--- src/inc/fcs_pkg.sv ---
package fcs_pkg;

  // register byte addresses on the special-function space
  localparam logic [15:0] ADDR_COEF_FOUR   = 16'h408A;
  localparam logic [15:0] ADDR_COEF_ONE    = 16'h408C;
  localparam logic [15:0] ADDR_COEF_TWO    = 16'h408E;
  localparam logic [15:0] ADDR_D_CUR_REF   = 16'h4090;
  localparam logic [15:0] ADDR_Q_CUR_REF   = 16'h4092;
  localparam logic [15:0] ADDR_SHARED_KP   = 16'h4094;
  localparam logic [15:0] ADDR_SHARED_KI   = 16'h4096;
  localparam logic [15:0] ADDR_BUS_VOLT    = 16'h4098;
  localparam logic [15:0] ADDR_D_KP        = 16'h409C;
  localparam logic [15:0] ADDR_D_KI        = 16'h409E;
  localparam logic [15:0] ADDR_PEAK_A      = 16'h40DA;
  localparam logic [15:0] ADDR_PEAK_B      = 16'h40DC;
  localparam logic [15:0] ADDR_PEAK_C      = 16'h40DE;
  localparam logic [15:0] ADDR_BEMF_MAG    = 16'h40E0;
  localparam logic [15:0] ADDR_D_VCOMP     = 16'h40E2;
  localparam logic [15:0] ADDR_Q_VCOMP     = 16'h40E4;
  localparam logic [15:0] ADDR_Q_OVERFLOW  = 16'h40E6;
  localparam logic [15:0] ADDR_D_FILT_COEF = 16'h40E8;
  localparam logic [15:0] ADDR_Q_FILT_COEF = 16'h40E9;
  localparam logic [15:0] ADDR_FG_COEF     = 16'h40EA;
  localparam logic [15:0] ADDR_CTRL_THREE  = 16'h40EE;

  // control byte fields and the read-only gain bit
  localparam int CTL_PEAK_CLEAR_BIT   = 7;
  localparam int CTL_OBSERVER_BIT     = 5;
  localparam int CTL_OFF_SAMPLE_BIT   = 4;
  localparam int CTL_FORCE_CALC_BIT   = 3;
  localparam int CTL_ARCTAN_BIT       = 2;
  localparam int GAIN_RO_BIT          = 15;
  localparam logic [7:0] CTL_WR_MASK  = 8'hBF;

  // reset values
  localparam logic [15:0] RST_WORD    = 16'h0000;
  localparam logic [7:0]  RST_CTRL    = 8'h00;
  localparam logic [7:0]  RST_FILT    = 8'hFF;
  localparam logic [7:0]  RST_FILT_ZERO = 8'h00;

  // fixed-point formats
  localparam int PROP_FRAC_BITS = 12;
  localparam int INT_FRAC_BITS  = 15;
  // default converter channel for the bus voltage
  localparam logic [3:0] BUS_VOLT_CHANNEL = 4'h2;
  // bus-voltage low-pass shift
  localparam int BUS_FILT_SHIFT = 4;
  localparam int SQRT_STEPS = 16;

  typedef struct packed {
    logic [15:0] addr;
    logic [15:0] wdata;
    logic        wr;
    logic        rd;
  } fcs_bus_s;

  typedef struct packed {
    logic [15:0] d_kp;
    logic [15:0] d_ki;
    logic [15:0] d_ref;
    logic [15:0] q_ref;
    logic [15:0] d_volt_out;
    logic [15:0] q_volt_out;
  } fcs_loop_s;

  typedef struct packed {
    logic        observer_on;
    logic        off_sample_on;
    logic        arctan_on;
    logic        calc_run;
    logic [9:0]  min_time;
  } fcs_mode_s;

  typedef struct packed {
    logic [15:0] reload;
    logic [15:0] data;
    logic        load;
    logic        overflow;
  } fcs_timer_s;

  typedef enum logic [1:0] {
    SQ_IDLE,
    SQ_RUN,
    SQ_DONE
  } fcs_sqrt_e;

endpackage

--- src/logic/fcs_regs.sv ---
// The implementer's own choice: the plain strobed port.
`timescale 1ns/1ps
`default_nettype none
module fcs_regs
  import fcs_pkg::*;
(
  // clock and reset
  input  wire logic             mclk_i,
  input  wire logic             srst_i,
  // register port
  input  wire fcs_pkg::fcs_bus_s bus_i,
  output logic [15:0]           rdata_o,
  // engine measurements, same clock
  input  wire logic             sample_i,
  input  wire logic [15:0]      phase_a_i,
  input  wire logic [15:0]      phase_b_i,
  input  wire logic [15:0]      phase_c_i,
  input  wire logic             adc_valid_i,
  input  wire logic [3:0]       adc_channel_i,
  input  wire logic [15:0]      adc_data_i,
  input  wire logic [15:0]      alpha_backemf_i,
  input  wire logic [15:0]      beta_backemf_i,
  input  wire logic [15:0]      d_axis_voltage_i,
  input  wire logic [15:0]      q_axis_voltage_i,
  input  wire logic [15:0]      q_axis_voltage_limit_i,
  input  wire logic [7:0]       min_time_low_i,
  input  wire logic [15:0]      filtered_speed_i,
  input  wire logic             pwm_cycle_i,
  // pins from another domain
  input  wire logic             engine_select_i,
  input  wire logic             output_enable_control_i,
  // engine controls
  output fcs_pkg::fcs_loop_s    loop_o,
  output fcs_pkg::fcs_mode_s    mode_o,
  output fcs_pkg::fcs_timer_s   timer_o,
  output logic [15:0]           coef_one_o,
  output logic [15:0]           coef_two_o,
  output logic [15:0]           coef_four_o,
  output logic [7:0]            d_filt_coef_o,
  output logic [7:0]            q_filt_coef_o
);
  import fcs_pkg::*;

  typedef struct packed {
    logic [15:0] coef1;
    logic [15:0] coef2;
    logic [15:0] coef4;
    logic [15:0] d_ref;
    logic [15:0] q_ref;
    logic [15:0] sh_kp;
    logic [15:0] sh_ki;
    logic [15:0] d_kp;
    logic [15:0] d_ki;
    logic [15:0] bus_v;
    logic [15:0] pk_a;
    logic [15:0] pk_b;
    logic [15:0] pk_c;
    logic [15:0] bemf;
    logic [15:0] d_comp;
    logic [15:0] q_comp;
    logic [15:0] q_ovf;
    logic [7:0]  d_filt;
    logic [7:0]  q_filt;
    logic [15:0] fg_coef;
    logic [7:0]  ctrl;
    logic [15:0] rdata;
    logic [1:0]  sel_sync1;
    logic [1:0]  sel_sync2;
    fcs_loop_s   loop;
    fcs_mode_s   mode;
    fcs_timer_s  timer;
    logic        sq_start;
  } fcs_state_s;

  fcs_state_s s_reg;
  fcs_state_s s_next;

  logic        sq_done;
  logic [15:0] sq_root;
  logic [31:0] sum_sq;
  logic [31:0] alpha_sq;
  logic [31:0] beta_sq;
  logic [31:0] fg_prod;
  logic [15:0] d_out;
  logic [15:0] q_out;
  logic [16:0] ovf_wide;
  logic [15:0] d_kp_sel;
  logic [15:0] d_ki_sel;

  // magnitudes squared; signed operands give non-negative squares
  assign alpha_sq = 32'($signed(alpha_backemf_i) * $signed(alpha_backemf_i));
  assign beta_sq  = 32'($signed(beta_backemf_i) * $signed(beta_backemf_i));
  assign sum_sq   = alpha_sq + beta_sq;

  fcs_sqrt u_sqrt (
    .mclk_i     (mclk_i),
    .srst_i     (srst_i),
    .start_i    (s_reg.sq_start),
    .radicand_i (sum_sq),
    .done_o     (sq_done),
    .root_o     (sq_root)
  );

  // unsigned gain times speed, upper half is the period
  assign fg_prod  = filtered_speed_i * s_reg.fg_coef;
  assign ovf_wide = 17'($signed(q_axis_voltage_i))
                  - 17'($signed(q_axis_voltage_limit_i));
  assign d_out    = d_axis_voltage_i + s_reg.d_comp;
  assign q_out    = q_axis_voltage_i + s_reg.q_comp;
  assign d_kp_sel = (s_reg.d_kp != RST_WORD) ? s_reg.d_kp : s_reg.sh_kp;
  assign d_ki_sel = (s_reg.d_kp != RST_WORD) ? s_reg.d_ki : s_reg.sh_ki;

  always_comb begin
    s_next = s_reg;
    s_next.sq_start = 1'b0;
    s_next.timer.load = 1'b0;

    // two flops on the pins; only the second stage is read
    s_next.sel_sync1 = {engine_select_i, output_enable_control_i};
    s_next.sel_sync2 = s_reg.sel_sync1;

    // register writes
    if (bus_i.wr) begin
      case (bus_i.addr)
        ADDR_COEF_FOUR:   s_next.coef4 = bus_i.wdata;
        ADDR_COEF_ONE:    s_next.coef1 = {1'b0, bus_i.wdata[14:0]};
        ADDR_COEF_TWO:    s_next.coef2 = {1'b0, bus_i.wdata[14:0]};
        ADDR_D_CUR_REF:   s_next.d_ref = bus_i.wdata;
        ADDR_Q_CUR_REF:   s_next.q_ref = bus_i.wdata;
        ADDR_SHARED_KP:   s_next.sh_kp = {1'b0, bus_i.wdata[14:0]};
        ADDR_SHARED_KI:   s_next.sh_ki = {1'b0, bus_i.wdata[14:0]};
        ADDR_D_KP:        s_next.d_kp  = {1'b0, bus_i.wdata[14:0]};
        ADDR_D_KI:        s_next.d_ki  = {1'b0, bus_i.wdata[14:0]};
        ADDR_D_VCOMP:     s_next.d_comp = bus_i.wdata;
        ADDR_Q_VCOMP:     s_next.q_comp = bus_i.wdata;
        ADDR_D_FILT_COEF: s_next.d_filt = bus_i.wdata[7:0];
        ADDR_Q_FILT_COEF: s_next.q_filt = bus_i.wdata[7:0];
        ADDR_FG_COEF:     s_next.fg_coef = bus_i.wdata;
        ADDR_CTRL_THREE:  s_next.ctrl = bus_i.wdata[7:0] & CTL_WR_MASK;
        default: ;
      endcase
    end

    // peak tracking; clear has one cycle, then the bit drops
    if (s_reg.ctrl[CTL_PEAK_CLEAR_BIT]) begin
      s_next.pk_a = RST_WORD;
      s_next.pk_b = RST_WORD;
      s_next.pk_c = RST_WORD;
      s_next.ctrl[CTL_PEAK_CLEAR_BIT] = 1'b0;
      if (bus_i.wr && bus_i.addr == ADDR_CTRL_THREE) begin
        s_next.ctrl[CTL_PEAK_CLEAR_BIT] = bus_i.wdata[CTL_PEAK_CLEAR_BIT];
      end
    end else if (sample_i) begin
      if ($signed(phase_a_i) > $signed(s_reg.pk_a)) s_next.pk_a = phase_a_i;
      if ($signed(phase_b_i) > $signed(s_reg.pk_b)) s_next.pk_b = phase_b_i;
      if ($signed(phase_c_i) > $signed(s_reg.pk_c)) s_next.pk_c = phase_c_i;
    end

    // bus voltage filter: first-order, result kept positive
    if (adc_valid_i && adc_channel_i == BUS_VOLT_CHANNEL) begin
      s_next.bus_v = 16'(s_reg.bus_v
        + 16'(($signed({1'b0, adc_data_i[15:1]})
        - $signed({1'b0, s_reg.bus_v[14:0]})) >>> BUS_FILT_SHIFT));
      s_next.bus_v[15] = 1'b0;
    end

    // back-EMF magnitude, restarted once each result lands
    if (sq_done || (s_reg.bemf == RST_WORD && !s_reg.sq_start)) begin
      s_next.sq_start = 1'b1;
    end
    if (sq_done) begin
      // the true root can pass the 15-bit range, so it saturates
      s_next.bemf = sq_root[15] ? 16'h7FFF : sq_root;
    end

    // flux-weakening overflow, saturated to the signed range
    if (ovf_wide[16] != ovf_wide[15]) begin
      s_next.q_ovf = ovf_wide[16] ? 16'h8000 : 16'h7FFF;
    end else begin
      s_next.q_ovf = ovf_wide[15:0];
    end

    // loop outputs
    s_next.loop.d_kp = d_kp_sel;
    s_next.loop.d_ki = d_ki_sel;
    s_next.loop.d_ref = s_reg.d_ref;
    s_next.loop.q_ref = s_reg.q_ref;
    s_next.loop.d_volt_out = d_out;
    s_next.loop.q_volt_out = q_out;

    // mode bits
    s_next.mode.observer_on   = s_reg.ctrl[CTL_OBSERVER_BIT];
    s_next.mode.off_sample_on = s_reg.ctrl[CTL_OFF_SAMPLE_BIT];
    s_next.mode.arctan_on     = s_reg.ctrl[CTL_ARCTAN_BIT];
    s_next.mode.min_time = {s_reg.ctrl[1:0], min_time_low_i};
    s_next.mode.calc_run = s_reg.sel_sync2[0]
      || (s_reg.sel_sync2[1] && s_reg.ctrl[CTL_FORCE_CALC_BIT]);

    // FG period per PWM cycle; top-of-range period asks for a slower divider
    if (pwm_cycle_i && s_reg.fg_coef != RST_WORD) begin
      s_next.timer.reload = fg_prod[31:16];
      s_next.timer.data   = {1'b0, fg_prod[31:17]};
      s_next.timer.load   = 1'b1;
      s_next.timer.overflow = (fg_prod[31:17] == 15'h7FFF);
    end

    // read data one cycle after the strobe
    s_next.rdata = RST_WORD;
    if (bus_i.rd) begin
      case (bus_i.addr)
        ADDR_COEF_FOUR:   s_next.rdata = s_reg.coef4;
        ADDR_COEF_ONE:    s_next.rdata = s_reg.coef1;
        ADDR_COEF_TWO:    s_next.rdata = s_reg.coef2;
        ADDR_D_CUR_REF:   s_next.rdata = s_reg.d_ref;
        ADDR_Q_CUR_REF:   s_next.rdata = s_reg.q_ref;
        ADDR_SHARED_KP:   s_next.rdata = s_reg.sh_kp;
        ADDR_SHARED_KI:   s_next.rdata = s_reg.sh_ki;
        ADDR_BUS_VOLT:    s_next.rdata = s_reg.bus_v;
        ADDR_D_KP:        s_next.rdata = s_reg.d_kp;
        ADDR_D_KI:        s_next.rdata = s_reg.d_ki;
        ADDR_PEAK_A:      s_next.rdata = s_reg.pk_a;
        ADDR_PEAK_B:      s_next.rdata = s_reg.pk_b;
        ADDR_PEAK_C:      s_next.rdata = s_reg.pk_c;
        ADDR_BEMF_MAG:    s_next.rdata = s_reg.bemf;
        ADDR_D_VCOMP:     s_next.rdata = s_reg.d_comp;
        ADDR_Q_VCOMP:     s_next.rdata = s_reg.q_comp;
        ADDR_Q_OVERFLOW:  s_next.rdata = s_reg.q_ovf;
        ADDR_D_FILT_COEF: s_next.rdata = {RST_FILT_ZERO, s_reg.d_filt};
        ADDR_Q_FILT_COEF: s_next.rdata = {RST_FILT_ZERO, s_reg.q_filt};
        ADDR_FG_COEF:     s_next.rdata = s_reg.fg_coef;
        ADDR_CTRL_THREE:  s_next.rdata = {RST_FILT_ZERO, s_reg.ctrl};
        default:          s_next.rdata = RST_WORD;
      endcase
    end
  end

  always_ff @(posedge mclk_i) begin
    if (srst_i) begin
      s_reg <= '0;
      s_reg.d_filt <= RST_FILT;
      s_reg.q_filt <= RST_FILT;
      s_reg.ctrl <= RST_CTRL;
    end else begin
      s_reg <= s_next;
    end
  end

  assign rdata_o       = s_reg.rdata;
  assign loop_o        = s_reg.loop;
  assign mode_o        = s_reg.mode;
  assign timer_o       = s_reg.timer;
  assign coef_one_o    = s_reg.coef1;
  assign coef_two_o    = s_reg.coef2;
  assign coef_four_o   = s_reg.coef4;
  assign d_filt_coef_o = s_reg.d_filt;
  assign q_filt_coef_o = s_reg.q_filt;
endmodule
`default_nettype wire

--- src/logic/fcs_sqrt.sv ---
`timescale 1ns/1ps
`default_nettype none
module fcs_sqrt
  import fcs_pkg::*;
(
  // clock and reset
  input  wire logic        mclk_i,
  input  wire logic        srst_i,
  // operand
  input  wire logic        start_i,
  input  wire logic [31:0] radicand_i,
  // result
  output logic             done_o,
  output logic [15:0]      root_o
);
  typedef struct packed {
    fcs_sqrt_e   st;
    logic [31:0] rem;
    logic [31:0] bit_w;
    logic [31:0] res;
    logic        done;
    logic [15:0] root;
  } fcs_sq_state_s;

  fcs_sq_state_s s_reg;
  fcs_sq_state_s s_next;
  logic [31:0]   trial;

  // bit-serial root: one result bit per cycle keeps area small
  always_comb begin
    s_next = s_reg;
    s_next.done = 1'b0;
    trial = s_reg.res + s_reg.bit_w;
    case (s_reg.st)
      SQ_IDLE: begin
        if (start_i) begin
          s_next.rem   = radicand_i;
          s_next.bit_w = 32'h40000000;
          s_next.res   = 32'h00000000;
          s_next.st    = SQ_RUN;
        end
      end
      SQ_RUN: begin
        if (s_reg.rem >= trial) begin
          s_next.rem = s_reg.rem - trial;
          s_next.res = (s_reg.res >> 1) + s_reg.bit_w;
        end else begin
          s_next.res = s_reg.res >> 1;
        end
        s_next.bit_w = s_reg.bit_w >> 2;
        if (s_reg.bit_w == 32'h00000001) begin
          s_next.st = SQ_DONE;
        end
      end
      SQ_DONE: begin
        s_next.root = s_reg.res[15:0];
        s_next.done = 1'b1;
        s_next.st   = SQ_IDLE;
      end
      default: s_next.st = SQ_IDLE;
    endcase
  end

  always_ff @(posedge mclk_i) begin
    if (srst_i) begin
      s_reg <= '0;
    end else begin
      s_reg <= s_next;
    end
  end

  assign done_o = s_reg.done;
  assign root_o = s_reg.root;
endmodule
`default_nettype wire
--- config.mk ---
export PLATFORM = sky130hd
export DESIGN_NAME = fcs_regs
export DESIGN_NICKNAME = d
export VERILOG_FILES = /design/src/inc/fcs_pkg.sv /design/src/logic/fcs_regs.sv /design/src/logic/fcs_sqrt.sv
export SDC_FILE = /design/constraint.sdc
export NUM_CORES = 2
export LEC_CHECK = 0
export BUFFER_PORTS_ARGS = -buffer_cell sky130_fd_sc_hd__buf_4
export CORE_UTILIZATION = 57
export CTS_BUF_LIST = sky130_fd_sc_hd__clkbuf_4 sky130_fd_sc_hd__clkbuf_8 sky130_fd_sc_hd__clkbuf_16
export CTS_CLUSTER_SIZE = 40
export DETAILED_ROUTE_END_ITERATION = 6
export GPL_ROUTABILITY_DRIVEN = 0
export PLACE_DENSITY = 0.79
export SYNTH_ARGS = -nofsm -noshare
export SYNTH_HDL_FRONTEND = slang
export SYNTH_HIERARCHICAL = 1
export SYNTH_SLANG_ARGS = --single-unit
--- constraint.sdc ---
create_clock -name mclk_i -period 8.2 [get_ports mclk_i]
set_input_delay 1.64 -clock mclk_i [delete_from_list [all_inputs] [get_ports mclk_i]]
set_output_delay 1.64 -clock mclk_i [all_outputs]
set_load 0.005 [all_outputs]
Word-level counts from Yosys, hierarchy flattened
Index checks and enable logic that the tools add are counted.
{"block": "classes", "add_sub_neg": 9, "eq_ne": 30, "n_reduce_logical": 39, "multipliers": 3, "magnitude_cmp": 4, "n_bitwise": 1, "n_mux": 19}
{"operator": "16-bit by 15-bit == test with 1-bit output (second input constant)", "n": 21}
{"operator": "16-bit one-hot mux with 21 select lines", "n": 1}
{"operator": "96-bit one-hot mux with 2 select lines", "n": 1}
{"operator": "98-bit 2-to-1 mux", "n": 1}
{"operator": "16-bit by 16-bit multiplier with 32-bit output", "n": 3}
{"operator": "32-bit adder", "n": 2}
{"operator": "32-bit 2-to-1 mux", "n": 2}
{"operator": "16-bit > comparator", "n": 3}
{"operator": "15-bit 2-to-1 mux", "n": 3}
{"operator": "2-bit AND reduction", "n": 21}
{"operator": "16-bit adder", "n": 2}
{"operator": "31-bit by 32-bit adder with 32-bit output", "n": 1}
{"operator": "32-bit by 1-bit == test with 1-bit output (second input constant)", "n": 1}
{"operator": "32-bit >= comparator", "n": 1}
{"operator": "16-bit 2-to-1 mux", "n": 2}
{"operator": "16-bit nonzero test", "n": 2}
{"operator": "32-bit subtractor", "n": 1}
{"operator": "17-bit 2-to-1 mux", "n": 1}
{"operator": "16-bit by 16-bit subtractor with 17-bit output", "n": 1}
{"operator": "16-bit logical NOT", "n": 1}
{"operator": "8-bit 2-to-1 mux", "n": 2}
{"operator": "15-bit by 15-bit subtractor with 16-bit output", "n": 1}
{"operator": "15-bit adder", "n": 1}
{"operator": "15-bit == test (second input constant)", "n": 1}
{"operator": "other kinds (17)", "n": 29}
{"block": "word_totals", "inputBits": 213, "reg_bits": 583, "output_inout_bits": 224}

Logic depth before layout (Yosys ltp)
{"block": "depth", "ltp_word": 4, "depth_mapped": 32, "ltp_nobuf": 29}

Hierarchy
The synthesis kept the hierarchy.
{"module": "fcs_regs", "area_each_um2": 48148.7, "instances": 1, "cells_each": 5475}
{"module": "fcs_sqrt", "area_each_um2": 7782.5, "instances": 1, "cells_each": 1007}

Least setup slack after synthesis
OpenSTA, ideal clock, no wires.
{"block": "synth_timing", "path_type": "input -> register", "from": "in beta_backemf_i[15]", "to": "reg u_sqrt/s_reg[111] (netlist bit)", "cell_stages": 28, "path_slack_ns": -0.415, "t_arrival_ns": 8.479, "setup_ns": 0.136, "n_path_buf": 2, "path_cell_list": "clkbuf_1 -> and2_1 -> inv_1 -> fa_1 -> fa_1 -> fa_1 -> inv_1 -> fa_1 -> fa_1 -> fa_1 -> fa_1 -> inv_1 -> fa_1 -> inv_1 -> ha_1 -> clkbuf_1 -> a21o_1 -> a21o_1 -> a21oi_1 -> nor3b_1 -> o21ai_1 -> nand2_1 -> o211a_1 -> o21bai_1 -> a21oi_1 -> xnor2_1 -> a31oi_1 -> o32ai_2"}
{"block": "synth_between", "elab_chain_cells": 4}
{"element": "start: declaration", "line_no": "fcs_regs.sv:22", "rtl": "input wire logic [15:0] beta_backemf_i,"}
{"element": "16-bit by 16-bit multiplier with 32-bit output", "line_no": "fcs_regs.sv:92", "rtl": "assign beta_sq = 32'($signed(beta_backemf_i) * $signed(beta_backemf_i));"}
{"element": "32-bit adder", "line_no": "fcs_regs.sv:93", "rtl": "assign sum_sq = alpha_sq + beta_sq;"}
{"element": "net sum_sq[30]", "line_no": "fcs_regs.sv:80", "rtl": "logic [31:0] sum_sq;"}
{"element": "98-bit 2-to-1 mux", "line_no": "fcs_sqrt.sv:36", "rtl": "if (start_i) begin"}
{"element": "96-bit one-hot mux with 2 select lines", "line_no": "fcs_sqrt.sv:34", "rtl": "case (s_reg.st)"}
{"element": "end signal: assignment", "line_no": "fcs_sqrt.sv:68", "rtl": "s_reg <= s_next;"}
{"element": "end: declaration", "line_no": "fcs_sqrt.sv:25", "rtl": "fcs_sq_state_s s_reg;"}
The timed path passes the listed nets, and every way through them passes these cells. The select of a mux whose other input is x is not followed.
A chain may end at the register's enable or synchronous reset.

Final worst setup path
{"block": "layout_timing", "from": "in alpha_backemf_i[15]", "to": "reg u_sqrt/s_reg[107] (netlist bit)"}
{"block": "layout_between", "elab_chain_cells": 4}
{"element": "start: declaration", "line_no": "fcs_regs.sv:21", "rtl": "input wire logic [15:0] alpha_backemf_i,"}
{"element": "16-bit by 16-bit multiplier with 32-bit output", "line_no": "fcs_regs.sv:91", "rtl": "assign alpha_sq = 32'($signed(alpha_backemf_i) * $signed(alpha_backemf_i));"}
{"element": "32-bit adder", "line_no": "fcs_regs.sv:93"}
{"element": "net sum_sq[26]", "line_no": "fcs_regs.sv:80"}
{"element": "98-bit 2-to-1 mux", "line_no": "fcs_sqrt.sv:36"}
{"element": "96-bit one-hot mux with 2 select lines", "line_no": "fcs_sqrt.sv:34"}
The timed path passes the listed nets, and every way through them passes these cells. The select of a mux whose other input is x is not followed.

==> impl_metrics.py <==
metrics = {
    "setup_path": {
        "slowest_delay_ns": 0.58,
        "r2r_slack_ns": 1.09,
        "crit_path_start_kind": "input pin",
        "required_ns": 8.68,
        "path_buf_inv": 8,
        "cp.arrival_ns": 8.46,
        "worst-path-max-fanout": 7,
        "end_kind": "register",
        "r2r_start": "s_reg[177]$_SDFFE_PP0P_",
        "critical_path.startpoint": "alpha_backemf_i[15]",
        "slowest_stage": "fa_1",
        "crit_top_cell": "fa_1",
        "path_class": "input pin to register",
        "crit_family": "adder cells",
    },
    "finish": {
        "final_util": 0.642,
        "nets": 8104,
        "drive_gt1_frac": 0.139,
        "layoutNonFillerInstCount": 8059,
        "area_delta_synth_final_pct": 11.3,
        "nFillCells": 7902,
        "largest_register_ff_count": 207,
    },
    "logic_synthesis": {
        "synth.avg_cell_area_um2": 8.63,
        "synthCells": 6482,
        "netlist-cell-type-count": 109,
        "synthFlopType": "dfxtp_1",
        "synth-async-reset-ratio": 0,
        "yosysSeqAreaShare": 0.197,
        "ys_seq_elements": 549,
        "netlist_area_um2": 55900,
        "yosys_warnings": 6,
        "synth-edff-count": 0,
    },
    "drt": {
        "wl_um": 165000,
        "drt.antenna.violating_nets": 0,
        "drt-initial-drc-count": 5267,
        "wire_per_inst_um": 20.5,
        "drtPass1Iterations": 7,
        "avgViaCountPerCell": 5.84,
        "drc": 211,
        "vias": 47026,
    },
    "cts": {
        "clk_latency_ns": 0.66,
        "htree_levels": 2,
        "numClockSinks": 549,
        "max-clock-path-buffers": 3,
        "cts_tree": "yes",
        "cts_made_buffers": 54,
        "postCtsHoldBufs": 0,
        "clk_pin_slew_ns": 0.06,
        "root_buffer": "clkbuf_16",
    },
    "global_route": {
        "top_usage_layer": "met2",
        "antenna_found_initial": 9,
        "grt.total_usage": 0.330,
        "grt_pass1_vias": 46860,
        "grt_max_degree": 187,
        "grt_first_pass_wirelength_um": 255000,
        "global_route.usage.met1": 0.422,
        "grt_use_met3": 0.0851,
        "met2_usage": 0.518,
        "grt.overflow.total": 0,
    },
    "timing": {
        "period_share": 0.973,
        "slew-limit-headroom": 0.0460,
        "hold_violations": 0,
        "tns_ns": 0,
        "setup_viol": 0,
        "drv_slew": 0,
        "worst_pin_slew_ns": 1.43,
        "period_minus_slack_ns": 7.98,
        "rsz0062_at_grt": "yes",
        "max_freq_mhz": 125,
        "skew_ns": 0.0311,
    },
    "floorplanning": {
        "die_w_um": 315,
        "initial_utilization": 0.577,
        "placementRows": 114,
        "die_area_um2": 99400,
        "core_um2": 97000,
        "die_h_um": 315,
        "pin_count": 437,
    },
    "placed_design": {
        "place_hpwl_um": 130000,
        "dpl.cell_count": 7945,
        "portBuffers": 430,
    },
    "worst_hold_path": {
        "min_path_type": "register to register",
        "worstHoldStart": "s_next[145]$_SDFF_PP0_",
    },
    "status": {
        "violations": "DRC",
        "status": "complete, but fails checks",
    },
    "flow_run": {
        "cap_viol_max_count": 0,
    },
}
## layer usage
layer  vias up  part of all wire
met1     22799              0.38
met2      2540              0.45
met5         -           0.00016
li1      21069                 -
met3       612              0.12
met4         6             0.057
## path summary, 6_finish.rpt
check / end / cells after the start
max: u_sqrt/s_reg[107]$_SDFFE_PP0P_ / 28
min: s_reg[145]$_SDFF_PP0_ / 1
max reg2reg: timer_o[0]$_SDFFE_PP0P_ / 21
min reg2reg: s_reg[145]$_SDFF_PP0_ / 1
## metrics by stage
stage,hold slack [ns],worst slack (ns),area [µm²]
after floorplan,0.413,-0.0496,56000
after global placement,0.436,-0.475,60000
after detailed placement,0.431,-0.562,60000
after CTS,0.451,0.0687,62000
after global routing,0.474,-0.0292,62200
final,0.447,0.225,62200
## Yosys cell counts, drive strengths merged, types with 87 or more instances
master  number  area share
o21ai      147       0.013
nand2      963       0.065
a21oi      368       0.033
nor2b       98       0.011
dfxtp      549        0.20
nor2       342       0.023
clkbuf     222       0.015
inv       1031       0.069
buf        299       0.038
fa         719        0.26
xnor2      125       0.020
ha         439       0.098
and2       184       0.021
mux2i       87       0.016
## final cells by class
| type | count | area (µm²) | area share |
|---|---|---|---|
| Antenna cell | 5 | 12.5 | 0.000201 |
| Multi-Input combinational cell | 4384 | 38300 | 0.616 |
| Tap cell | 1276 | 1600 | 0.0257 |
| Clock buffer | 65 | 1470 | 0.0235 |
| Sequential cell | 549 | 11000 | 0.177 |
| Timing Repair Buffer | 712 | 5390 | 0.0865 |
| Inverter | 1032 | 3880 | 0.0624 |
| Clock inverter | 36 | 588 | 0.00945 |
## worst register-to-register path: cells and delay by family (launching register included)
kind                       cells  cell delay (ns)
DFF                            1             0.97
and+or+nand+nor                3             0.56
xor gates and xnor gates       1             0.20
adders and majority gates      7             3.33
buffers and inverters          3             0.15
AOI/OAI and AO/OA              7             1.79
## kinds of logic after synthesis
| group | synth area share |
|---|---|
| xor+xnor | 0.0316 |
| buf+inv | 0.122 |
| compound gates | 0.122 |
| other cells | 0.0000670 |
| fa+ha+maj | 0.356 |
| mux | 0.0162 |
| flops | 0.197 |
| simple gates | 0.156 |
## cells in the final DEF, fill, tap and decap left out, types with 12 or more instances in the layout
cell type and instances:
o22ai_1 15, a31o_2 14, a222oi_1 36, nor4_1 23, dfxtp_1 549, nand2b_1 30, xor2_1 77, inv_1 1020
a22o_1 51, clkbuf_16 54, a21o_1 68, ha_1 437, a31oi_1 54, nand3_1 59, o21a_1 26, bufinv_16 13
nor3_1 53, mux2i_1 87, fa_1 714, nor2_1 333, and3_1 37, buf_4 708, a221oi_1 31, a21oi_1 357
and2_1 182, nand2_1 961, o21bai_1 16, o21ai_0 133, nor2b_1 97, nand4_1 39, o22a_1 12, o211ai_1 20
a211oi_1 26, a22oi_1 39, xnor2_1 124
## timing repair
item	CTS	global route
resized for setup	0	37
setup endpoints to repair	0	9
setup buffers	0	8
Power is not shown: default switching activity piles up to over one toggle a cycle in this logic, so the estimate is an artifact.
